File: config.mk
export PLATFORM = sky130hd
export DESIGN_NAME = sslt_timing
export DESIGN_NICKNAME = d
export VERILOG_FILES = /design/src/verilog/sslt_pkg.sv /design/src/verilog/sslt_timing.sv
export VERILOG_INCLUDE_DIRS = /design/src /design/src/verilog
export SDC_FILE = /design/constraint.sdc
export NUM_CORES = 1
export LEC_CHECK = 0
export ABC_CLOCK_PERIOD_IN_PS = 9900
export BUFFER_PORTS_ARGS = -buffer_cell sky130_fd_sc_hd__buf_2
export CELL_PAD_IN_SITES_DETAIL_PLACEMENT = 0
export CELL_PAD_IN_SITES_GLOBAL_PLACEMENT = 1
export CORE_AREA = 3 3 156 158
export DETAILED_ROUTE_END_ITERATION = 16
export DIE_AREA = 0 0 159 161
export MAX_ROUTING_LAYER = met4
export PLACE_DENSITY_LB_ADDON = 0.25
export SLEW_MARGIN = 40
export SYNTH_ARGS = -nofsm -noshare
export SYNTH_HDL_FRONTEND = slang
export SYNTH_SLANG_ARGS = --single-unit
export TNS_END_PERCENT = 50
File: constraint.sdc
create_clock -name mclk -period 9.9 [get_ports mclk]
set_input_delay 0.495 -clock mclk [delete_from_list [all_inputs] [get_ports mclk]]
set_output_delay 0.495 -clock mclk [all_outputs]
set_load 0.02 [all_outputs]
File: src/verilog/sslt_cfg.svh
// sslt_cfg.svh: fixed offsets, counts and reset values of the scanner lamp and sensor timing block
// assumes: included by bare name, once, before the module that uses it
`ifndef SSLT_CFG_SVH
`define SSLT_CFG_SVH
`define SSLT_PHASE_ZERO    3'h0
`define SSLT_PHASE_STEP    3'h1
`define SSLT_PHASE_LAST    3'h7
`define SSLT_PHI1_FALL     3'h4
`define SSLT_CNT_ZERO      16'h0000
`define SSLT_CNT_STEP      16'h0001
`define SSLT_CNT_MAX       16'hffff
`define SSLT_TR_M1_START   16'h0000
`define SSLT_TR_M2_START   16'h0006
`define SSLT_PHI_PERIOD    16'h0008
`define SSLT_POS2_OFFSET   16'h0004
`define SSLT_FAKE_EXT      16'h0008
`define SSLT_FAKE_PULSE_AT 16'h0002
`define SSLT_PWM_ZERO      12'h000
`define SSLT_PWM_STEP      12'h001
`define SSLT_SKIP_ZERO     2'h0
`define SSLT_SKIP_STEP     2'h1
`endif

File: src/verilog/sslt_pkg.sv
// sslt_pkg: types shared by the scanner lamp and sensor timing block
// assumes: compiled before the timing module
package sslt_pkg;
  typedef enum logic [1:0] {
    SSLT_ILLUM_OFF   = 2'b00,
    SSLT_ILLUM_WHITE = 2'b01,
    SSLT_ILLUM_COLOR = 2'b10,
    SSLT_ILLUM_GREY  = 2'b11
  } sslt_illum_t;
  typedef enum logic [1:0] {
    SSLT_AFE_PIXEL = 2'b00,
    SSLT_AFE_LINE  = 2'b01,
    SSLT_AFE_ONE   = 2'b10
  } sslt_afe_t;
  typedef enum logic [1:0] {
    SSLT_TR_NORMAL = 2'b00,
    SSLT_TR_CIS1   = 2'b01,
    SSLT_TR_CIS2   = 2'b10
  } sslt_trmode_t;
  typedef enum logic [1:0] {
    SSLT_RED   = 2'b00,
    SSLT_GREEN = 2'b01,
    SSLT_BLUE  = 2'b10
  } sslt_colour_t;
endpackage

File: src/verilog/sslt_timing.sv
// sslt_timing: lamp drive, sensor clocks and converter channel sequencing of a scanner front end
// assumes: all inputs synchronous to mclk; oscillator_input is a slow level sampled on mclk
`timescale 1ns/100ps
`include "sslt_cfg.svh"
module sslt_timing import sslt_pkg::*; (
  input  wire logic         mclk,
  input  wire logic         srst,
  input  wire logic         chip_reset,
  input  wire logic         standby,
  input  wire logic         oscillator_input,
  input  wire sslt_illum_t  illum_mode,
  input  wire logic [15:0]  line_end,
  input  wire logic [15:0]  black_end,
  input  wire logic [15:0]  lamp_on_r,
  input  wire logic [15:0]  lamp_off_r,
  input  wire logic [15:0]  lamp_on_g,
  input  wire logic [15:0]  lamp_off_g,
  input  wire logic [15:0]  lamp_on_b,
  input  wire logic [15:0]  lamp_off_b,
  input  wire logic [11:0]  pwm_duty,
  input  wire logic         scan_req,
  input  wire logic         input_invert,
  input  wire logic         dual_sampling,
  input  wire logic [15:0]  tr_width,
  input  wire logic [15:0]  tr_guard,
  input  wire sslt_trmode_t tr_mode,
  input  wire logic         fake_black,
  input  wire logic [2:0]   rs_rise,
  input  wire logic [2:0]   rs_fall,
  input  wire logic [2:0]   cp1_rise,
  input  wire logic [2:0]   cp1_fall,
  input  wire logic [2:0]   cp2_rise,
  input  wire logic [2:0]   cp2_fall,
  input  wire sslt_afe_t    afe_mode,
  input  wire sslt_colour_t one_chan_sel,
  input  wire logic [5:0]   skip_cfg,
  input  wire logic [2:0]   pos2_cfg,
  output logic              lamp_r,
  output logic              lamp_g,
  output logic              lamp_b,
  output logic              phi1,
  output logic              phi2,
  output logic              transfer_pulse_a,
  output logic              transfer_pulse_b,
  output logic              reset_sample_pulse,
  output logic              aux_pixel_pulse_a,
  output logic              aux_pixel_pulse_b,
  output logic              clamp,
  output logic              adc_strobe,
  output sslt_colour_t      adc_chan,
  output sslt_colour_t      coef_chan,
  output logic              stage_invert,
  output logic              sample_int_ref,
  output logic              line_start,
  output logic              scan_start,
  output sslt_colour_t      line_colour
);

  function automatic logic in_win(input logic [15:0] cnt, input logic [15:0] start, input logic [15:0] len);
    logic [16:0] stop;
    stop = {1'h0, start} + {1'h0, len};
    in_win = ({1'h0, cnt} >= {1'h0, start}) && ({1'h0, cnt} < stop);
  endfunction

  function automatic logic in_phase(input logic [2:0] ph, input logic [2:0] rise, input logic [2:0] fall);
    in_phase = (ph >= rise) && (ph < fall);
  endfunction

  function automatic sslt_colour_t colour_after(input sslt_colour_t c);
    unique case (c)
      SSLT_RED:   colour_after = SSLT_GREEN;
      SSLT_GREEN: colour_after = SSLT_BLUE;
      SSLT_BLUE:  colour_after = SSLT_RED;
      default:    colour_after = SSLT_RED;
    endcase
  endfunction

  logic         [2:0]  phase;
  logic         [15:0] pix;
  logic         [15:0] tr_cnt;
  sslt_colour_t        col;
  sslt_colour_t        pr_chan;
  logic         [11:0] pwm_cnt;
  logic                osc_q;
  logic                pending;
  logic                fake_hold;
  logic         [2:0]  lamp_st;
  logic         [5:0]  skip_left;

  // reset and standby stop all sensor clocking and every counter
  wire run = !srst && !chip_reset && !standby;
  wire pix_end = (pix == line_end);
  wire wrap = run && (phase == `SSLT_PHASE_LAST) && pix_end;
  wire black_hit = (pix == black_end);
  wire sslt_colour_t next_col = wrap ? colour_after(col) : col;
  wire [2:0] next_phase = run ? phase + `SSLT_PHASE_STEP : `SSLT_PHASE_ZERO;
  wire [15:0] next_pix = (!run || wrap) ? `SSLT_CNT_ZERO
                       : (phase == `SSLT_PHASE_LAST) ? pix + `SSLT_CNT_STEP : pix;
  wire [15:0] next_tr_cnt = (!run || wrap) ? `SSLT_CNT_ZERO
                          : (tr_cnt == `SSLT_CNT_MAX) ? tr_cnt : tr_cnt + `SSLT_CNT_STEP;

  // scan waits for a line boundary; colour mode also waits for red
  wire start_ok = wrap && (illum_mode != SSLT_ILLUM_COLOR || next_col == SSLT_RED);
  wire next_scan_start = start_ok && (pending || scan_req);
  wire next_pending = run && (pending || scan_req) && !next_scan_start;

  always_ff @(posedge mclk) begin
    phase   <= next_phase;
    pix     <= next_pix;
    tr_cnt  <= next_tr_cnt;
    col     <= run ? next_col : SSLT_RED;
    pending <= next_pending;
  end

  // pwm runs from oscillator edges, so its period tracks the crystal, not mclk
  wire osc_rise = oscillator_input && !osc_q;
  wire [11:0] next_pwm = !run ? `SSLT_PWM_ZERO : osc_rise ? pwm_cnt + `SSLT_PWM_STEP : pwm_cnt;
  wire green_pwm = (pwm_cnt < pwm_duty);

  always_ff @(posedge mclk) begin
    osc_q   <= srst ? 1'h0 : oscillator_input;
    pwm_cnt <= srst ? `SSLT_PWM_ZERO : next_pwm;
  end

  // pointer compare; off wins on a tie; a pointer past line end never matches
  wire [2:0] hit_on  = {pix == lamp_on_b, pix == lamp_on_g, pix == lamp_on_r};
  wire [2:0] hit_off = {pix == lamp_off_b, pix == lamp_off_g, pix == lamp_off_r};
  wire [2:0] next_lamp_st = !run ? 3'h0 : (lamp_st | hit_on) & ~hit_off;
  wire [2:0] col_onehot = {col == SSLT_BLUE, col == SSLT_GREEN, col == SSLT_RED};
  wire [2:0] lamp_mode2 = lamp_st & col_onehot;
  logic [2:0] next_lamps;

  always_comb begin
    unique case (illum_mode)
      SSLT_ILLUM_OFF:   next_lamps = 3'h0;
      SSLT_ILLUM_WHITE: next_lamps = {lamp_st[2], green_pwm, lamp_st[0]};
      SSLT_ILLUM_COLOR: next_lamps = lamp_mode2;
      SSLT_ILLUM_GREY:  next_lamps = 3'h7;
    endcase
    if (!run) begin
      next_lamps = 3'h0;
    end
  end

  always_ff @(posedge mclk) begin
    lamp_st <= next_lamp_st;
    {lamp_b, lamp_g, lamp_r} <= srst ? 3'h0 : next_lamps;
  end

  // transfer timing: one shared width for both outputs
  wire [15:0] w_eff = fake_black ? tr_width + `SSLT_FAKE_EXT : tr_width;
  wire [15:0] hold_len = tr_guard + tr_guard + w_eff;
  wire tr_norm_win = in_win(tr_cnt, tr_guard, w_eff);
  wire phi_hold = (tr_mode == SSLT_TR_NORMAL) && in_win(tr_cnt, `SSLT_CNT_ZERO, hold_len);
  wire tr_cis1 = in_win(tr_cnt, `SSLT_TR_M1_START, `SSLT_PHI_PERIOD);
  wire tr_cis2 = in_win(tr_cnt, `SSLT_TR_M2_START, `SSLT_PHI_PERIOD);
  wire tr_main = (tr_mode == SSLT_TR_CIS1) ? tr_cis1
               : (tr_mode == SSLT_TR_CIS2) ? tr_cis2 : tr_norm_win;
  wire next_phi1 = run && ((phase < `SSLT_PHI1_FALL) || phi_hold);
  wire next_phi2 = run && !next_phi1;

  // line-rate transfers: per colour window, position and skip count
  wire line_rate = (afe_mode == SSLT_AFE_LINE);
  logic [2:0] lr_win;
  logic [2:0] lr_fire;
  logic [5:0] next_skip;
  genvar c;
  for (c = 0; c < 3; c++) begin : g_colour
    wire [15:0] lr_start = pos2_cfg[c] ? `SSLT_POS2_OFFSET : `SSLT_CNT_ZERO;
    assign lr_win[c] = in_win(tr_cnt, lr_start, tr_width);
    assign lr_fire[c] = (skip_left[2*c +: 2] == `SSLT_SKIP_ZERO);
    assign next_skip[2*c +: 2] = !run ? `SSLT_SKIP_ZERO
                               : !wrap ? skip_left[2*c +: 2]
                               : lr_fire[c] ? skip_cfg[2*c +: 2]
                               : skip_left[2*c +: 2] - `SSLT_SKIP_STEP;
  end
  wire [2:0] lr_tr = lr_win & lr_fire;

  // pixel-rate pulses, forced off through the line-end pixel
  wire rs_pix  = in_phase(phase, rs_rise, rs_fall) && !pix_end;
  wire cp1_pix = in_phase(phase, cp1_rise, cp1_fall) && !pix_end;
  wire cp2_pix = in_phase(phase, cp2_rise, cp2_fall) && !pix_end;
  wire fake_end_w = (tr_cnt == tr_guard + w_eff);
  wire next_fake_hold = run && fake_black && !black_hit && (fake_hold || fake_end_w);
  wire rs_fake = (tr_cnt == tr_guard + `SSLT_FAKE_PULSE_AT) || fake_hold;
  wire next_rs = run && (fake_black ? rs_fake : rs_pix);
  wire next_tr_a = run && (line_rate ? lr_tr[0] : tr_main);
  wire next_tr_b = run && (line_rate ? lr_tr[1] : tr_main);
  wire next_cp2 = run && (line_rate ? lr_tr[2] : cp2_pix);
  // clamp spans the optical black pixels of every line except the first one after run starts
  wire next_clamp = run && !black_hit && (wrap || clamp);

  always_ff @(posedge mclk) begin
    skip_left          <= next_skip;
    fake_hold          <= next_fake_hold;
    phi1               <= next_phi1;
    phi2               <= next_phi2;
    transfer_pulse_a   <= next_tr_a;
    transfer_pulse_b   <= next_tr_b;
    reset_sample_pulse <= next_rs;
    aux_pixel_pulse_a  <= run && cp1_pix;
    aux_pixel_pulse_b  <= next_cp2;
    clamp              <= next_clamp;
  end

  // converter: one conversion per pixel period, i.e. mclk/8
  wire conv = run && (phase == `SSLT_PHASE_LAST);
  wire sslt_colour_t next_pr = !run ? SSLT_RED : conv ? colour_after(pr_chan) : pr_chan;
  sslt_colour_t next_adc_chan;

  always_comb begin
    unique case (afe_mode)
      SSLT_AFE_PIXEL: next_adc_chan = pr_chan;
      SSLT_AFE_LINE:  next_adc_chan = col;
      default:        next_adc_chan = one_chan_sel;
    endcase
  end

  // variant A only: coefficients always follow the converted channel
  always_ff @(posedge mclk) begin
    pr_chan        <= next_pr;
    adc_strobe     <= conv;
    adc_chan       <= srst ? SSLT_RED : next_adc_chan;
    coef_chan      <= srst ? SSLT_RED : next_adc_chan;
    stage_invert   <= !srst && input_invert;
    sample_int_ref <= !srst && !dual_sampling;
    line_start     <= wrap;
    scan_start     <= next_scan_start;
    line_colour    <= srst ? SSLT_RED : next_col;
  end
endmodule
After elaboration in Yosys (flattened, before gate mapping)
Cells that the tools add are included.
Operators by class
  add/subtract/negate cells: 16
  order comparisons: 20
  eq/ne operators: 22
  mux-type cells: 18
  bitwise operators: 6
  reduce and logical (&&, ||, !) cells: 62
Operator list (count)
  == test 16 bit: 10
  < comparator 16 x 17 -> 1 bit: 4
  adder 3 x 16 -> 17 bit: 3
  adder 16 bit: 3
  >= comparator 16 x 3 -> 1 bit: 3
  logical AND 1 bit: 35
  adder 16 x 1 -> 16 bit (second input constant): 2
  < comparator 16 x 4 -> 1 bit (second input constant): 2
  zero test 2 bit: 9
  adder 16 x 16 -> 17 bit: 1
  adder 16 x 2 -> 16 bit (second input constant): 1
  adder 16 x 4 -> 16 bit (second input constant): 1
  == test 16 bit (second input constant): 1
  >= comparator 16 bit: 1
  >= comparator 16 x 3 -> 1 bit (second input constant): 1
  < comparator 16 bit: 1
  2-to-1 mux 16 bit: 1
  adder 12 x 1 -> 12 bit (second input constant): 1
  < comparator 12 bit: 1
  one-hot mux 2 bit (2 select lines): 3
  one-hot mux 3 bit (4 select lines): 1
  == test 2 x 1 -> 1 bit (second input constant): 5
  zero test 1 bit: 10
  bitwise AND 3 bit: 3
  other kinds (16): 41
Storage, ports and cells
  flip-flop bits (word level): 83
  bits of input ports: 216
  output and inout bits: 22
  word-level logic and storage cells: 173

Logic depth before layout (Yosys ltp)
Gate-level depths: netlist of the first run.
  depth in word-level cells: 12
  mapped depth: 20
  depth with buffers taken out: 20

Least setup slack after synthesis of the first run
No wires, ideal clock.
  path kind: input port to flip-flop
  start point: input port tr_width[6]
  end point: register phi1
  setup time: 115 ps
  data arrival time: 3871 ps
  required time: 9785 ps
  slack: 5914 ps
  cell stages on the path: 20
  path buffers: 1
  cell sequence: clkbuf_1 -> nand2_1 -> nor2_1 -> nand2_1 -> xnor2_1 -> ha_1 -> and2_1 -> o21ai_0 -> o31ai_1 -> o41ai_1 -> o21bai_1 -> a21oi_1 -> xnor2_1 -> ha_1 -> nand4_1 -> a211oi_1 -> o31ai_1 -> o2111ai_1 -> a2bb2oi_1 -> and2_1
On the way
  cells in the longest elaborated chain, start to end: 7
Ends and longest elaborated chain
  start: declaration: line sslt_timing.sv:24  | input wire logic [15:0] tr_width,
  adder 16 x 4 -> 16 bit (no line)
  2-to-1 mux 16 bit *: line sslt_timing.sv:151  | wire [15:0] w_eff = fake_black ? tr_width + `SSLT_FAKE_EXT : tr_width;
  adder 16 bit *: line sslt_timing.sv:152  | wire [15:0] hold_len = tr_guard + tr_guard + w_eff;
  < comparator 16 bit *: line sslt_timing.sv:62  | in_win = ({1'h0, cnt} >= {1'h0, start}) && ({1'h0, cnt} < stop);
  logical AND 1 bit *: line sslt_timing.sv:154  | wire phi_hold = (tr_mode == SSLT_TR_NORMAL) && in_win(tr_cnt, `SSLT_CNT_ZERO, hold_len);
  logical OR 1 bit *: line sslt_timing.sv:159  | wire next_phi1 = run && ((phase < `SSLT_PHI1_FALL) || phi_hold);
  logical AND 1 bit *: line sslt_timing.sv:159
  named net next_phi1: line sslt_timing.sv:159
  end signal: assignment: line sslt_timing.sv:196  | phi1 <= next_phi1;
  end: declaration: line sslt_timing.sv:41  | output logic phi1,
Mark *: on every way through the listed nets, which the timed path passes. The rest lies on a longest branch.
A chain may end at the register's enable or synchronous reset.

Final worst setup path of the first run
  start point: input port tr_width[4]
  end point: register transfer_pulse_a
On the way
  cells in the longest elaborated chain, start to end: 9
Ends and longest elaborated chain
  adder 16 x 4 -> 16 bit (no line)
  2-to-1 mux 16 bit: line sslt_timing.sv:151
  adder 16 x 16 -> 17 bit: line sslt_timing.sv:61  | stop = {1'h0, start} + {1'h0, len};
  < comparator 16 x 17 -> 1 bit: line sslt_timing.sv:62
  logical AND 1 bit: line sslt_timing.sv:62
  2-to-1 mux 1 bit: line sslt_timing.sv:158  | : (tr_mode == SSLT_TR_CIS2) ? tr_cis2 : tr_norm_win;
  2-to-1 mux 1 bit: line sslt_timing.sv:157  | wire tr_main = (tr_mode == SSLT_TR_CIS1) ? tr_cis1
  2-to-1 mux 1 bit *: line sslt_timing.sv:187  | wire next_tr_a = run && (line_rate ? lr_tr[0] : tr_main);
  logical AND 1 bit *: line sslt_timing.sv:187
  named net next_tr_a: line sslt_timing.sv:187
  end signal: assignment: line sslt_timing.sv:198  | transfer_pulse_a <= next_tr_a;
  end: declaration: line sslt_timing.sv:43  | output logic transfer_pulse_a,
Marked as above.

==> results of run 1 <==
## worst paths after layout
path / slack [ps] / endpoint / from
max reg2reg: 6970 / skip_left[1] / pix[1]
min: 280 / sample_int_ref / dual_sampling
max: 5590 / transfer_pulse_a / tr_width[4]
min reg2reg: 450 / phase[0] / phase[0]
## per-layer routing
metal	share of wire	wire length (um)	up-vias
li1	-	-	4888
met1	0.49	16100	4406
met2	0.45	14800	206
met3	0.041	1340	36
met4	0.018	593	0
met5	0	0	-
## cells in the final DEF (no fill, tap or decap), types with 4 or more instances in the layout
master	n
a2111oi_0	5
a211oi_1	10
a21o_1	26
a21oi_1	71
a311oi_1	5
a31oi_1	8
and2_1	9
and3_1	12
buf_2	237
buf_4	5
clkbuf_16	9
dfxtp_1	83
diode_2	4
ha_1	163
inv_1	62
mux2i_1	10
nand2_1	77
nand2b_1	15
nand3_1	41
nand4_1	48
nor2_1	133
nor2b_1	16
nor3_1	33
nor4_1	14
o21a_1	17
o21ai_0	39
o21ai_1	4
or3_1	9
xnor2_1	174
xor2_1	83
## layout make-up
class	instances	area (um2)	area share
Antenna cell	4	10.0	0.000847
Multi-Input combinational cell	1080	7980	0.675
Clock inverter	6	72.6	0.00614
Timing Repair Buffer	242	1220	0.104
Sequential cell	83	1660	0.141
Inverter	62	233	0.0197
Clock buffer	10	239	0.0202
Tap cell	319	399	0.0338
## critical path, cell delays in order
cell      delay (ps)
buf_2            180
ha_1             300
and3_1           240
nand2_1          140
xnor2_1          270
ha_1             340
a21oi_1          220
nand2_1           80
a31o_2           230
a21oi_1          210
o21ai_0          150
xnor2_1          150
ha_1             290
nand2_1           90
a21oi_1           50
a211o_1          230
a21o_1           180
a221o_1          340
o211a_1          150
a211oi_1         230
## registers in the layout, indices dropped and copies added, names as in the netlist, 2 cells and up
register / count
pr_chan: 2
coef_chan: 2
skip_left: 6
tr_cnt: 16
lamp_st: 3
pix: 16
phase: 3
pwm_cnt: 12
col: 2
line_colour: 2
## stage by stage
stage / power (mW) / hold WS (ps)
after floorplan: 0.549 / 417
after global placement: 0.652 / 431
after detailed placement: 0.655 / 437
after CTS: 1.02 / 271
after global routing: 1.07 / 268
final: 1.01 / 284
## cell families after synthesis
logic type               Yosys count  share of synthesized area
adder cells (fa/ha/maj)          165                      0.206
buffers and inverters            108                     0.0442
XOR/XNOR                         258                      0.225
multiplexers                      12                     0.0122
flip-flops                        83                      0.165
AO/OA/AOI/OAI                    219                      0.139
AND/OR/NAND/NOR                  426                      0.209
## power groups by stage
stage	registers (mW)	clock network (mW)	logic [mW]
finish	0.338	0.362	0.312
global placement	0.345	0	0.307
detailed placement	0.345	0	0.309
floorplan	0.347	0	0.202
CTS	0.338	0.369	0.312
global route	0.338	0.382	0.352
==> results.md, run 1 <==
- Post-synth EDFFs: 0
- Outcome: complete, no violations
- Initial antenna violation count: 2
- YS warnings: 0
- Inst Count DP: approximately 1800
- Post-CTS Setup Inserts: 0
- Detailed Route WL: approximately 33000 um
- Clock latency on the worst-skew pair: about 350 ps
- Worst hold path type: in2reg
- Worst-margin pin slew: around 890 ps
- Main flop type after synthesis: dfxtp_1
- Cts-stage hold buffer count: 0
- Post-synthesis cell count: around 1300
- Final setup vio count: 0
- Clock transition at path regs: ~70 ps
- Core Region: between 0.02 and 0.025 mm2
- Total CTS buffers: 9
- Clock power frac: 0.358
- Final non-filler cell total: 1806
- Detail Route Antenna Nets: 0
- CTS H-tree depth: 3
- Synth async-reset ratio: 0
- Crit path DAT: ~4600 ps
- Top cells by area, synth: ha_1 20%, dfxtp_1 16%, xnor2_1 15%
- Starting DRT DRC Count: just over 600
- Routed length per instance: between 15 and 20 um
- Max Root-Sink Buffers: 2
- Setup TNS: 0 ps
- DRC: 0
- Area grow syn2layout: 17.2%
- WP data required: between 10000 and 15000 ps
- Post-route setup slack: about 5600 ps
- Pre-Repair DR Iteration Count: 5
- #FFs+latches synth: between 80 and 90
- Die Ht: approximately 160 um
- Die width: 159 um
- CTS Sinks: 83
- Final Util: 0.508
- Count of cell types in the netlist: 69
- Post-cts resize count: 0
- Slew Limit Fails: 0
- WS Path Type: in2reg
- FILL cells: approximately 2300
- M2 GR Usage: 0.404
- First-pass GRT wire length: 50700 um
- Grt total ovfl: 0
- GRT met3 Usage: 0.0290
- Skew final: around 13 ps
- Synthesized Nets: 1652
- R2R depth: 6
- Top cells by count, synth: 174 x xnor2_1, 163 x ha_1, 133 x nor2_1, 83 x dfxtp_1, 83 x xor2_1
- Post-synthesis sequential area ratio: 0.165
- Hold path cells: 2
- PwrDens: between 80 and 90 mW/mm2
- RSZ-0062 raised after global routing: no
- Final Hold Vio Count: 0
- Post-route cell area: 0.0118 mm2
- Row cnt: 56
- Sw power: between 300 and 400 uW
- Placed Area: 0.0115 mm2
- Share of Yosys cell area claimed by the top area cell type: 0.202
- # port buffers: ~240
- Most numerous cell in the Yosys netlist: xnor2_1
- Switching portion of total power: 0.323
- Avg Cell Area, Syn: between 7 and 8 um2
- GPL Wtd Cong: 0.920
- Period minus WS final: 4310 ps
- Max Clk Rate: 0.232 GHz
- Ratio of cells with drive above 1 in the final layout: 0.183
- Total GRT Usage: 0.257
- Worst slew margin: 0.409
- Largest net degree at the start of global routing: 33
- Global route hottest layer: met2
- CP max FO: 9
- Fin nets: approximately 1900
- Root Buffer Master: clkbuf_16
- Crit path launch type: input port
- Worst setup EP type: flip-flop
- Met1 usage: 0.358
- Post-DP HPWL: approximately 26000 um
- Pre-CTS setup slack: around 5300 ps
- Post-Syn Area: around 0.01 mm2
- Max-Cap Viols: 0
- DR vias: about 9500
- Final period utilization: 0.435
- Sequential share of power: 0.334
- Internal: around 700 uW
- Leak: between 5 and 6 nW
- Comb pwr share: 0.309
- Yosys top cell by area: ha_1
- CTS tree: yes
- # IOs: approximately 240
- Worst vdd ir: approximately 0.070 mV
- Vias in the first global route: 9095
- Vias per std cell: between 5 and 6
- Initial Util: 0.434
- Die area: 0.0256 mm2
Note: power is estimated with default switching activity, not from simulation.
==> inputs of run 2 (changes only) <==
- ABC_CLOCK_PERIOD_IN_PS: 9900 -> 3500
- CORE_AREA: 3 3 156 158 -> 3 3 170 172
- DIE_AREA: 0 0 159 161 -> 0 0 173 175
- clock period: 9.9 -> 3.5 ns (I/O delays scaled with it)
==> run 2 against run 1 <==
  * Clock power rose to 3.1 times the previous value
  * Combinational power rose to 3.4 times the previous value
  * Sequential share of layout area fell by 1.4 points
  * Die area rose by 18%
  * Core utilization fell by 3.2 points
  * Non-clock buffer count rose by 123
  * Global-route usage fell by 2.5 points
  * Routed wire length rose by 6.1%
  * Critical path depth fell by 1
  * Via count rose by 5.8%
  * Critical path type unchanged
  * Critical endpoint unchanged
  * Largest power group unchanged
==> results.md, run 2 (same netlist as run 1, synthesis figures left out) <==
- Clock transition at path regs: 70 ps (about the same)
- Routed length per instance: 17.5 um (was 18.2 um)
- Root Buffer Master: clkbuf_16 (unchanged)
- DR vias: 10100 (was 9536)
- Vias per std cell: 5.08 (was 5.28)
- Most frequent cells in the layout: 232 x buf_2, 170 x xnor2_1, 157 x ha_1 (was 237 x buf_2, 174 x xnor2_1, 163 x ha_1)
- Worst-margin pin slew: 820 ps (was 886 ps)
- CP Launch Point: tr_guard[0] (was tr_width[4])
- Final Hold Vio Count: 0 (unchanged)
- Post-DP HPWL: 28700 um (was 26300 um)
- First-pass GRT wire length: 54100 um (was 50700 um)
- Final Util: 0.476 (was 0.508)
- Max Root-Sink Buffers: 2 (unchanged)
- Final period utilization: 0.970
- CP max stage cell: fa_1 (was ha_1)
- DRC: 0 (unchanged)
- Worst vdd ir: 0.259 mV (was 0.0702 mV)
- Crit path depth: 19 (was 20)
- CTS H-tree depth: 3 (unchanged)
- Row cnt: 61 (was 56)
- WS Path Type: in2reg (unchanged)
- Max-Cap Viols: 0 (unchanged)
- CP max FO: 3 (was 9)
- CTS Sinks: 83 (unchanged)
- Slew Limit Fails: 0 (unchanged)
- # IOs: 238 (unchanged)
- Inst Count DP: 1962 (was 1786)
- Skew final: 7.43 ps (was 13.3 ps)
- Starting DRT DRC Count: 584 (was 606)
- Grt total ovfl: 0 (unchanged)
- PwrDens: 240 mW/mm2 (was 85.6 mW/mm2)
- Largest net degree at the start of global routing: 33 (unchanged)
- Detail Route Antenna Nets: 0 (unchanged)
- Crit path buf inv count: 4 (was 1)
- CP top delay family: compound AO/OA/AOI/OAI gates (unchanged)
- Initial antenna violation count: 2 (unchanged)
- R2R depth: 8 (was 6)
- Crit path DAT: 3660 ps (was 4560 ps)
- Placed Area: 0.0125 mm2 (was 0.0115 mm2)
- Total CTS buffers: 9 (unchanged)
- Outcome: complete, no violations (unchanged)
- Total GRT Usage: 0.232 (was 0.257)
- Commonest non-fill, non-tap cell in the layout: buf_2 (unchanged)
- Crit path largest cell delay: 420 ps (was 340 ps)
- Clock latency on the worst-skew pair: 350 ps (about the same)
- Reg2reg end: transfer_pulse_a (was skip_left[1])
- Detailed Route WL: 34800 um (was 32800 um)
- Worst hold path type: in2reg (unchanged)
- Final non-filler cell total: 1986 (was 1806)
- Die area: 0.0303 mm2 (was 0.0256 mm2)
- Initial Util: 0.365 (was 0.434)
- CP most frequent cell: buf_4
- Period minus WS final: 3390 ps
- FF-to-FF Start: tr_cnt[7] (was pix[1])
- R2r setup slk: 870 ps (was 6970 ps)
- GPL Wtd Cong: 0.891 (was 0.920)
- Max Clk Rate: a little under 0.3 GHz
- Ratio of cells with drive above 1 in the final layout: 0.271 (was 0.183)
- Core Region: 0.0276 mm2 (was 0.0233 mm2)
- Pre-Repair DR Iteration Count: 5 (unchanged)
- Worst setup EP type: flip-flop (unchanged)
- CTS tree: yes (unchanged)
- Area grow syn2layout: 30.3% (was 17.2%)
- Post-route cell area: 0.0131 mm2 (was 0.0118 mm2)
- Fin nets: 1982 (was 1859)
- Die width: 173 um (was 159 um)
- RSZ-0062 raised after global routing: yes (was no)
- WP data required: 3760 ps (was 10150 ps)
- # port buffers: 237 (unchanged)
- Final setup vio count: 0 (unchanged)
- Die Ht: 175 um (was 161 um)
- Vias in the first global route: 10100 (was 9095)
- Crit path launch type: input port (unchanged)
- Largest regs: pix (16), tr_cnt (16), pwm_cnt (12) (unchanged)
- Worst setup endpoint: transfer_pulse_a (unchanged)
- CP Cell Sequence: buf_2, ha_1, fa_1, a211oi_2, buf_4, o21ai_1, buf_4, buf_4, a21oi_1, o21ai_1, xnor2_1, ha_1, nand2_2, a21oi_1, a211o_1, a21o_1, a221o_1, o211a_1, a211oi_2 (was buf_2, ha_1, and3_1, nand2_1, xnor2_1, ha_1, a21oi_1, nand2_1, a31o_2, a21oi_1, o21ai_0, xnor2_1, ha_1, nand2_1, a21oi_1, a211o_1, a21o_1, a221o_1, o211a_1, a211oi_1)
- Leak: 6.06 nW (was 5.38 nW)
- Worst slew margin: 0.452 (was 0.409)
## run 2: changes by cell type in the layout (fill, tap and decap cells not counted), moves of 4 or more
cell	before	now
buf_4	5	127
a21oi_1	71	65
a21oi_2	0	6
ha_1	163	157
o21ai_0	39	33
buf_2	237	232
nor2_1	133	128
a211oi_1	10	6
a211oi_2	0	4
ha_4	0	4
nor2_2	1	5
xnor2_1	174	170
## run 2: through the flow
stage	power, mW	setup TNS (ps)	hold slack, ps	setup WS [ps]
after CTS	3.13	0	27.3	14.1
after detailed placement	1.98	-1460	333	-438
after global routing	3.34	-21.1	49.3	-17.4
after global placement	1.97	-863	327	-262
after floorplan	1.56	0	242	13.4
final	3.16	0	38.4	105
## run 2: layout make-up
cell class	instances	area (um2)
fill	2804	14500
timing repair buffer	365	2190
antenna	2	5.00
inverter	62	233
clock buffer	10	239
sequential	83	1660
tap	378	473
multi-input combinational	1080	8240
clock inverter	6	111
## run 2: what timing repair did
action | in CTS | in global routing
setup buffers | 1 | 5
pin swaps | 1 | 36
endpoints found under the hold margin | 1 | 0
resized for setup | 3 | 57
gates cloned | 0 | 0
endpoints found under the setup margin | 2 | 5
hold buffers | 1 | 0
## run 2: layer usage
| metal | up-vias | track usage | wire length [um] |
|---|---|---|---|
| li1 | 5125 | - | - |
| met1 | 4651 | 0.286 | 15500 |
| met2 | 276 | 0.393 | 16800 |
| met3 | 41 | 0.0411 | 1730 |
| met4 | 0 | 0.0601 | 724 |
| met5 | - | - | 0 |
## run 2: worst min-delay path by stage
stage	start	end	slack, ps	depth (start not counted)
after floorplan	dual_sampling	sample_int_ref	240	1
after global placement	dual_sampling	sample_int_ref	330	2
after detailed placement	dual_sampling	sample_int_ref	330	2
after CTS	input_invert	stage_invert	30	2
after global routing	input_invert	stage_invert	50	2
final	input_invert	stage_invert	40	2
## run 2: power breakdown
part | total, mW | switching, mW | internal (mW)
Clock | 1.13 | 0.416 | 0.718
Sequential | 0.956 | 0.00430 | 0.952
Combinational | 1.07 | 0.530 | 0.535
Total | 3.16 | 0.951 | 2.21
==> inputs of run 3 (changes only) <==
- CTS_BUF_LIST: not set -> sky130_fd_sc_hd__clkbuf_4
- GPL_ROUTABILITY_DRIVEN: not set -> 0
==> run 3 against run 2 <==
  * Clock skew increased by 16 ps
  * Setup slack better by 41 ps
  * Clock power down 35%
  * Routed wire length is essentially flat
  * Clock-buffer cell count down 1
  * Critical path type unchanged
  * Largest cell class unchanged
==> results.md, run 3 (same netlist as run 1, synthesis figures left out) <==
- Outcome: complete, no violations (unchanged)
- Total CTS buffers: 9 (unchanged)
- Worst vdd ir: 0.146 mV (was 0.259 mV)
- Post-DP HPWL: 28700 um (unchanged)
- FF-to-FF Start: tr_cnt[7] (unchanged)
- Largest regs: pix (16), tr_cnt (16), pwm_cnt (12) (unchanged)
- DR vias: 10100 (about the same)
- Max Clk Rate: 0.298 GHz (was 0.295 GHz)
- Core Region: 0.0276 mm2 (unchanged)
- Initial antenna violation count: 4 (was 2)
- Reg2reg end: transfer_pulse_b (was transfer_pulse_a)
- Post-route cell area: 0.0129 mm2 (was 0.0131 mm2)
- DRC: 0 (unchanged)
- Total GRT Usage: 0.232 (about the same)
- Starting DRT DRC Count: 544 (was 584)
- Pre-CTS setup slack: -438 ps (unchanged)
- Final setup vio count: 0 (unchanged)
- Grt total ovfl: 0 (unchanged)
- Pre-Repair DR Iteration Count: 5 (unchanged)
- Worst hold path type: in2reg (unchanged)
- Fin nets: 1996 (was 1982)
- Hold Startpoint: skip_cfg[1] (was input_invert)
- Max Root-Sink Buffers: 2 (unchanged)
- Root Buffer Master: clkbuf_4 (was clkbuf_16)
- CP Cell Sequence: buf_2, ha_4, mux2_2, ha_1, o21ai_0, o21ai_1, buf_4, buf_4, a21oi_1, o21ai_1, xnor2_1, ha_1, nand2_1, a21oi_1, a211o_1, a21o_1, a221o_1, o211a_1, nor3_1 (was buf_2, ha_1, fa_1, a211oi_2, buf_4, o21ai_1, buf_4, buf_4, a21oi_1, o21ai_1, xnor2_1, ha_1, nand2_2, a21oi_1, a211o_1, a21o_1, a221o_1, o211a_1, a211oi_2)
- Die area: 0.0303 mm2 (unchanged)
- Slew Limit Fails: 0 (unchanged)
- R2r setup slk: 940 ps (was 870 ps)
- Final Hold Vio Count: 0 (unchanged)
- Period minus WS final: 3350 ps (was 3390 ps)
- CP max stage cell: a221o_1 (was fa_1)
- Final period utilization: 0.958 (was 0.970)
- Area grow syn2layout: 28.3% (was 30.3%)
- PwrDens: 211 mW/mm2 (was 240 mW/mm2)
- Skew final: 23.0 ps (was 7.43 ps)
- CP Launch Point: tr_width[3] (was tr_guard[0])
- # port buffers: 237 (unchanged)
- CP top delay family: compound AO/OA/AOI/OAI gates (unchanged)
- Routed length per instance: 17.4 um (was 17.5 um)
- Hold EP: skip_left[1] (was stage_invert)
- Placed Area: 0.0125 mm2 (unchanged)
- Clock transition at path regs: 150 ps (was 70 ps)
- CP max FO: 4 (was 3)
- Hold_ws: 46.6 ps (was 38.4 ps)
- Largest net degree at the start of global routing: 33 (unchanged)
- R2R depth: 8 (unchanged)
- Crit path buf inv count: 3 (was 4)
- Crit path launch type: input port (unchanged)
- Worst setup EP type: flip-flop (unchanged)
- RSZ-0062 raised after global routing: yes (unchanged)
- Post-route setup slack: 146 ps (was 105 ps)
- Worst-margin pin slew: 836 ps (was 820 ps)
- Inst Count DP: 1962 (unchanged)
- Row cnt: 61 (unchanged)
- WS Path Type: in2reg (unchanged)
- Worst slew margin: 0.442 (was 0.452)
- Vias in the first global route: 10100 (about the same)
- Crit path DAT: 3770 ps (was 3660 ps)
- Detail Route Antenna Nets: 0 (unchanged)
- Clock latency on the worst-skew pair: 480 ps (was 350 ps)
- CTS Sinks: 83 (unchanged)
- Ratio of cells with drive above 1 in the final layout: 0.248 (was 0.271)
- Crit path largest cell delay: 340 ps (was 420 ps)
- Hold path cells: 3 (was 2)
- Most frequent cells in the layout: 236 x buf_2, 171 x xnor2_1, 160 x ha_1 (was 232 x buf_2, 170 x xnor2_1, 157 x ha_1)
- Final non-filler cell total: 2002 (was 1986)
- # IOs: 238 (unchanged)
- Commonest non-fill, non-tap cell in the layout: buf_2 (unchanged)
- WP data required: 3910 ps (was 3760 ps)
- Initial Util: 0.365 (unchanged)
- Die Ht: 175 um (unchanged)
- CTS H-tree depth: 3 (unchanged)
- Max-Cap Viols: 0 (unchanged)
- Leak: 6.02 nW (was 6.06 nW)
- Vias per std cell: 5.04 (was 5.08)
- Die width: 173 um (unchanged)
- Detailed Route WL: 34900 um (was 34800 um)
- CTS tree: yes (unchanged)
- First-pass GRT wire length: 54400 um (was 54100 um)
==> run 3: cell types whose count changed in the layout (fill, tap and decap cells not counted), moves of 4 or more <==
cell and change:
buf_4 -4, dlygate4sd3_1 +17, buf_2 +4, nor2_1 +4, clkbuf_16 -9, o21ai_0 +4, clkbuf_4 +9
==> run 3: final cells by class <==
| cell class | instances | area (um2) |
|---|---|---|
| well taps | 378 | 473 |
| clock buffers | 9 | 67.6 |
| multi-input cells | 1080 | 8070 |
| clock inverters | 7 | 115 |
| flip-flops and latches | 83 | 1660 |
| fillers | 2832 | 14700 |
| diodes | 4 | 10.0 |
| inverters | 62 | 233 |
| repair buffers | 379 | 2310 |
==> run 3: worst max path at each step <==
stage | end | slack (ps) | cells past startpoint
2_1_floorplan | transfer_pulse_a | 10 | 17
3_3_place_gp | transfer_pulse_a | -260 | 20
3_5_place_dp | transfer_pulse_a | -440 | 20
4_1_cts | transfer_pulse_a | 70 | 20
5_1_grt | phi1 | -60 | 21
6_report | transfer_pulse_b | 150 | 19
==> run 3: metal layers <==
| metal | track usage | up-vias | wire, um |
|---|---|---|---|
| met1 | 0.291 | 4647 | 15700 |
| met2 | 0.402 | 253 | 17100 |
| li1 | - | 5159 | - |
| met3 | 0.0322 | 26 | 1580 |
| met4 | 0.0419 | 0 | 448 |
| met5 | - | - | 0 |
==> run 3: worst reg2reg max path: stages, from the launching register on <==
cell and delay (ps):
dfxtp_1 890, ha_1 380, nand2_1 70, nor2_1 40, a211oi_1 250, o21ai_0 200
a221o_1 330, o211a_1 170, nor3_1 180
==> run 3: metrics by stage <==
stage / TNS [ps] / utilization / total power [mW]
after global placement: -863 / 0.452 / 1.97
after CTS: 0 / 0.465 / 2.74
after floorplan: 0 / - / 1.56
after global routing: -67.7 / 0.468 / 2.90
final: 0 / 0.468 / 2.73
after detailed placement: -1460 / 0.452 / 1.98
==> run 3: timing repair <==
action	CTS	global route
hold endpoints to repair	13	0
gates resized for setup	0	14
hold buffers	18	0
endpoints found under the setup margin	0	4
setup buffers	0	2
==> run 3: power breakdown <==
group	switching, mW	total, mW	internal, mW
combinational	0.515	1.04	0.525
clock	0.375	0.735	0.360
sequential	0.00437	0.957	0.952
